## config.mk

```make
export PLATFORM = sky130hd
export DESIGN_NAME = pf_persist
export DESIGN_NICKNAME = d
export VERILOG_FILES = /design/src/pf_check_pkg.sv /design/src/pf_persist.sv
export SDC_FILE = /design/constraint.sdc
export NUM_CORES = 1
export LEC_CHECK = 0
export BUFFER_PORTS_ARGS = -buffer_cell sky130_fd_sc_hd__buf_2
export CAP_MARGIN = 40
export CELL_PAD_IN_SITES_DETAIL_PLACEMENT = 1
export CELL_PAD_IN_SITES_GLOBAL_PLACEMENT = 2
export CORE_UTILIZATION = 30
export CTS_BUF_LIST = sky130_fd_sc_hd__clkbuf_8
export DETAILED_ROUTE_END_ITERATION = 10
export GPL_TIMING_DRIVEN = 1
export PLACE_DENSITY_LB_ADDON = 0.3
export SYNTH_ARGS = -nofsm -noshare
export SYNTH_HDL_FRONTEND = slang
export SYNTH_SLANG_ARGS = --single-unit
```

## constraint.sdc

```tcl
create_clock -name ref_clk_in -period 2.5 [get_ports ref_clk_in]
set_input_delay 0 -clock ref_clk_in [delete_from_list [all_inputs] [get_ports ref_clk_in]]
set_output_delay 0 -clock ref_clk_in [all_outputs]
set_load 0.005 [all_outputs]
```

## src/pf_check_pkg.sv

```systemverilog
/*
  Shared types and constants for the permanent-fail checker: measurement and
  configuration carriers, fail flag layout, default settings and tick timing.
  Assumes a single 250 MHz clock and measurements already in that domain.
*/
package pf_check_pkg;

  // ****************************************
  // Widths
  // ****************************************
  localparam int DELAY_W   = 8;
  localparam int RELAX_W   = 16;
  localparam int MV_W      = 16;
  localparam int SUM_W     = 20;
  localparam int CUR_W     = 16;
  localparam int TEMP_W    = 8;
  localparam int CELLS_W   = 5;
  localparam int SCALED_W  = MV_W + CELLS_W;
  localparam int DIFF_W    = SUM_W + 1;
  localparam int TICK_W    = 28;

  // ****************************************
  // Timing
  // ****************************************
  localparam longint TICK_PERIOD_NS = 1000000000;
  localparam longint CLK_PERIOD_NS  = 4;
  localparam int     TICK_CYCLES    = int'(TICK_PERIOD_NS / CLK_PERIOD_NS);

  // ****************************************
  // Default settings
  // ****************************************
  localparam logic [MV_W-1:0]           OV_THRESH_DEF      = 16'h1194;
  localparam logic [MV_W-1:0]           STACK_THRESH_DEF   = 16'h01F4;
  localparam logic signed [CUR_W-1:0]   CHG_OC_THRESH_DEF  = 16'sh2710;
  localparam logic signed [CUR_W-1:0]   DSG_OC_THRESH_DEF  = 16'sh8300;
  localparam logic signed [TEMP_W-1:0]  CELL_OT_THRESH_DEF = 8'sh41;
  localparam logic [TEMP_W-1:0]         FET_OT_THRESH_DEF  = 8'h55;
  localparam logic [MV_W-1:0]           IMB_CHECK_MV_DEF   = 16'h0DAC;
  localparam logic [CUR_W-1:0]          IMB_RELAX_CUR_DEF  = 16'h000A;
  localparam logic [MV_W-1:0]           IMB_THRESH_DEF     = 16'h01F4;
  localparam logic [RELAX_W-1:0]        IMB_RELAX_DUR_DEF  = 16'h0064;
  localparam logic [DELAY_W-1:0]        DELAY_DEF          = 8'h05;

  // ****************************************
  // Fail flag positions
  // ****************************************
  localparam int FAIL_OV     = 0;
  localparam int FAIL_STACK  = 1;
  localparam int FAIL_CHG_OC = 2;
  localparam int FAIL_DSG_OC = 3;
  localparam int FAIL_CELL_OT = 4;
  localparam int FAIL_FET_OT = 5;
  localparam int FAIL_IMB    = 6;
  localparam int NUM_CHECKS  = 7;

  // ****************************************
  // Carriers
  // ****************************************
  typedef struct packed {
    logic [MV_W-1:0]          max_cell_mv;
    logic [MV_W-1:0]          min_cell_mv;
    logic [SUM_W-1:0]         cell_sum_mv;
    logic [SUM_W-1:0]         stack_mv;
    logic signed [CUR_W-1:0]  current;
    logic [CUR_W-1:0]         stack_peak_abs_current;
    logic signed [TEMP_W-1:0] max_cell_temp;
    logic [TEMP_W-1:0]        fet_temp;
  } meas_type;

  typedef struct packed {
    logic [MV_W-1:0]          ov_thresh;
    logic [MV_W-1:0]          stack_thresh;
    logic [CELLS_W-1:0]       cells_used;
    logic [CUR_W-1:0]         sleep_current;
    logic signed [CUR_W-1:0]  chg_oc_thresh;
    logic signed [CUR_W-1:0]  dsg_oc_thresh;
    logic signed [TEMP_W-1:0] cell_ot_thresh;
    logic [TEMP_W-1:0]        fet_ot_thresh;
    logic [MV_W-1:0]          imb_check_mv;
    logic [CUR_W-1:0]         imb_relax_current;
    logic [MV_W-1:0]          imb_thresh;
    logic [RELAX_W-1:0]       imb_relax_dur;
  } cfg_type;

  typedef logic [NUM_CHECKS-1:0][DELAY_W-1:0] delay_set_type;
  typedef logic [NUM_CHECKS-1:0]              fail_flags_type;

endpackage

```

## src/pf_persist.sv

```systemverilog
/*
  One persistence counter: counts one-second ticks while its condition holds
  and latches a fail flag once the count reaches the configured delay.
  Assumes tick and condition come from logic on the same clock.
*/
`timescale 1ns/1ns
module pf_persist
  import pf_check_pkg::*;
(
  input  wire logic               ref_clk_in,
  input  wire logic               resetn_in,
  input  wire logic               tick_in,
  input  wire logic               cond_in,
  input  wire logic [DELAY_W-1:0] delay_in,
  output logic                    fail_out
);

  logic [DELAY_W-1:0] count_r;
  logic [DELAY_W-1:0] count_nxt;

  // Saturate so a condition held past 255 s cannot wrap back to zero
  assign count_nxt = (count_r == {DELAY_W{1'b1}}) ? count_r : count_r + 8'h01;

  // ****************************************
  // Seconds counter
  // ****************************************
  always_ff @(posedge ref_clk_in) begin
    if (!resetn_in) begin
      count_r <= '0;
    end else if (!cond_in) begin
      count_r <= '0;
    end else if (tick_in) begin
      count_r <= count_nxt;
    end
  end

  // ****************************************
  // Sticky fail flag
  // ****************************************
  always_ff @(posedge ref_clk_in) begin
    if (!resetn_in) begin
      fail_out <= 1'b0;
    end else if (cond_in && tick_in && (count_nxt >= delay_in)) begin
      fail_out <= 1'b1;
    end
  end
  // No clear path besides reset

endmodule

```

Yosys cells after proc, flatten, opt, wreduce, memory -nomap -nowiden
Index checks and enable logic that the tools add are counted.
W data, S select, Z words.
{"block": "op_classes", "n_addsub": 1, "order_cmp": 1, "n_eq_ne": 1, "mux": 1, "reduce_logical": 3}
{"operator": "$add A8 B1 Y8 const B", "count": 1}
{"operator": "$eq A8 B8 Y1 const B", "count": 1}
{"operator": "$ge A8 B8 Y1", "count": 1}
{"operator": "$mux W8", "count": 1}
{"operator": "$logic_and A1 B1 Y1", "count": 2}
{"operator": "$reduce_and A2 Y1", "count": 1}
{"block": "word_totals", "regBits": 9, "in_bits": 12, "out_inout_bits": 1, "word_cells": 9}

Longest topological paths before layout
{"block": "logic_depth", "ltp_word": 4, "depth_mapped": 11, "mapped_depth_nobuf": 10}

Worst setup path after synthesis
OpenSTA, ideal clock, no wires.
{"block": "synth_timing", "path_type": "register to register", "startpoint": "reg count_r[0]", "endpoint": "reg fail_out", "setup_time_ns": 0.118, "arrival_ns": 2.249, "required_time_ns": 2.382, "slack_ns": 0.133, "stages_incl_launch_ff": 10, "path_buffers": 1, "period_less_slack_ns": 2.367, "cell_sequence": "dfxtp_1 ha_1 clkbuf_2 nand4_2 nor2_4 mux2_2 ha_1 a2111oi_0 o221a_2 nor3b_1"}
{"block": "synth_via", "elab_chain_len": 4, "word_cells_on_any_way": 5, "classes_between": "add/sub (1); order compare (1); eq/ne (1); mux (1); reduce/logical (1)"}
{"item": "start, declared", "line": "pf_persist.sv:18", "source": "logic [DELAY_W-1:0] count_r;"}
{"item": "start signal, assigned", "line": "pf_persist.sv:33", "source": "count_r <= count_nxt;"}
{"item": "$add A8 B1 Y8 or $eq A8 B8 Y1 (tied branches)", "line": "pf_persist.sv:22", "source": "assign count_nxt = (count_r == {DELAY_W{1'b1}}) ? count_r : count_r + 8'h01;"}
{"item": "$mux W8 (*)", "line": "pf_persist.sv:22"}
{"item": "net count_nxt[1]", "line": "pf_persist.sv:19", "source": "logic [DELAY_W-1:0] count_nxt;"}
{"item": "$ge A8 B8 Y1 (*)", "line": "pf_persist.sv:43", "source": "end else if (cond_in && tick_in && (count_nxt >= delay_in)) begin"}
{"item": "$logic_and A1 B1 Y1 (*)", "line": "pf_persist.sv:43"}
{"item": "end signal, assigned", "line": "pf_persist.sv:42", "source": "fail_out <= 1'b0;"}
{"item": "end signal, assigned", "line": "pf_persist.sv:44", "source": "fail_out <= 1'b1;"}
{"item": "end, declared", "line": "pf_persist.sv:15", "source": "output logic fail_out"}
The timed path passes the listed nets; every way through them passes the cells marked *.
A chain may end at the register's enable or synchronous reset.

Worst setup path after layout
Same ends and word-level chain as after synthesis.

==> flow_summary.yaml <==
pwr:
  leakagePower_nw: 0.483
  seqPwrFrac_pct: 41.2
  finalPower_mw: 0.356
  powerDensity_mw_per_mm2: 376
  pwr-share-clk_pct: 48.9
  ir_worst_vdd_v: 0.000263
  switching_share_pct: 23.9
  combPwrFrac_pct: 9.9
  p_sw_mw: 0.0850
  p_int_mw: 0.271
die:
  row_count: 18
  io_pins: 13
  initial_core_util_pct: 31.7
  die_w_um: 52.9
  die_h_um: 52.9
  coreArea_mm2: 0.00245
  die_area_mm2: 0.00280
clock_tree:
  cts_made_buffers: 3
  cts_setup_buffers: 0
  cts.path.max_buffers: 2
  cts_hold_buffers: 0
  cts_tree: "built"
  path_clk_slew_ns: 0.05
  ctsResizeCount: 1
  h-tree-depth: 1
  clock_insertion_delay_worst_skew_ns: 0.24
  clock-sinks: 9
  root_buffer: "clkbuf_8"
critical_path:
  required_ns: 2.63
  worst-path-max-fanout: 5
  end_kind: "register"
  start_kind: "register"
  crit_type: "register to register"
  worstPathArrival_ns: 2.49
synth:
  syn_avg_cell_area_um2: 8.11
  synth-seq-area-share_pct: 23.2
  netlist_instances: 96
  synth_flop_cell: "dfxtp_1"
  synthDistinctLibCells: 35
  synth_area_leaders: "dfxtp_1, ha_1, nor2_1"
  ys_ff_latch: 9
  async_flop_share_pct: 0
  yosys_warnings: 0
  synth_top_cell_by_area: "dfxtp_1"
  synth_edf_count: 0
  synth.cell_area_um2: 778
  synth.net_count: 117
  synth_top_cell_area_share_pct: 23.2
route:
  wirelength_um: 1930
  first_pass_iters: 7
  avgRoutedWirePerCell_um: 13.5
  final_antenna_net_count: 0
  drtIter0Drc: 8
  dr_total_vias: 712
  drt-vias-per-instance: 4.98
  drc_errors: 1
cells_and_area:
  diodes: 0
  final_nets: 135
  drive_gt1_share_pct: 28.3
  final_common_cell: "nor2_1"
  area_growth_pct: 21.5
  final_util_pct: 38.5
  final_cell_mix: "nor2_1, buf_2, inv_1, ha_1, dfxtp_1"
place:
  place.port_buffers: 12
  hpwl_um: 1550
  post-place-ws_ns: -0.0297
  finalWeightedCongestion: 0.772
global_route:
  first_global_vias: 641
  antenna_found_initial: 0
  track_usage_pct: 16.1
  grt.overflow.total: 0
  grt_pass1_wl_um: 3020
  grt_max_degree: 11
timing:
  setup_ws_ns: 0.137
  fmax_mhz: 423
  setup_viol: 0
  rsz0062_at_grt: "false"
  finClkSkew_ns: 0.00353
  fin_crit_sh_pct: 94.5
  hold_viol: 0
  fin_crit_ns: 2.36
  timing.slew.headroom_pct: 78.0
  slew_viol_final: 0
  tightest_slew_ns: 0.329
  setup_tns_ns: 0
run_status:
  violations: "design-rule violations"
  status: "complete, but fails checks"
run:
  maxCapViolations: 0
min_path:
  hp-class: "input port to register"
[routing by layer]
layer  vias to the layer above  wire (um)  track usage (%)
met5                         -          0                0
met4                         0         27             10.5
met3                         2         39             3.45
met2                        13        925             23.8
met1                       326        940             20.8
li1                        371          -                -
[state kept, by name, indices dropped and copies added, names as in the netlist]
name and count:
count_r 8, fail_out 1
[cell families after synthesis]
kind of cell    Yosys count  share of synthesized area (%)
buf+inv                  13                           7.23
xor+xnor                  3                           3.38
mux                       6                           8.68
simple gates             40                           29.9
fa+ha+maj                 9                           14.5
flops                     9                           23.2
compound gates           16                           13.2
[final cells by class]
class,instances,area (um2)
fill,309,1510
multi-input combinational,74,548
clock buffer,3,41.3
sequential,9,180
timing repair buffer,18,105
tap,30,37.5
clock inverter,1,3.75
inverter,8,30.0
[synthesized netlist by cell type (3+ instances only)]
cell type,instances
a21oi_1,8
dfxtp_1,9
ha_1,9
inv_1,8
mux2i_1,3
nand2_1,5
nand3_1,4
nor2_1,14
xor2_1,3
[critical path, cell delays in order (launching register included)]
cell and delay [ns]:
dfxtp_1 0.40, and3_4 0.24, and3_4 0.23, nand3_2 0.09, mux2_4 0.32, ha_1 0.29
and3_1 0.19, a211oi_1 0.24, o221a_2 0.21, nor3b_1 0.04
[per-stage QoR]
step	hold WS, ns	instances	cell area [um2]
final	0.0394	143	946
after global routing	0.0398	143	946
after CTS	0.0352	143	941
after detailed placement	0.285	139	895
after global placement	0.278	139	895
after floorplan	0.163	96	778
[path summary, 6_finish.rpt]
kind	slack [ns]	startpoint	depth (start not counted)	end
worst min-delay path	0.04	resetn_in	2	fail_out
worst min register to register	0.54	fail_out	2	fail_out
worst max-delay path	0.14	count_r[0]	9	fail_out
worst max register to register	0.14	count_r[0]	9	fail_out
[power by group through the flow]
stage	logic, mW	clock network [mW]	registers [mW]
after floorplan	0.0193	0	0.149
after global placement	0.0324	0	0.149
after detailed placement	0.0335	0	0.149
after CTS	0.0347	0.178	0.146
after global routing	0.0406	0.186	0.146
final	0.0354	0.174	0.146
Power figures use the tool's default switching activity.
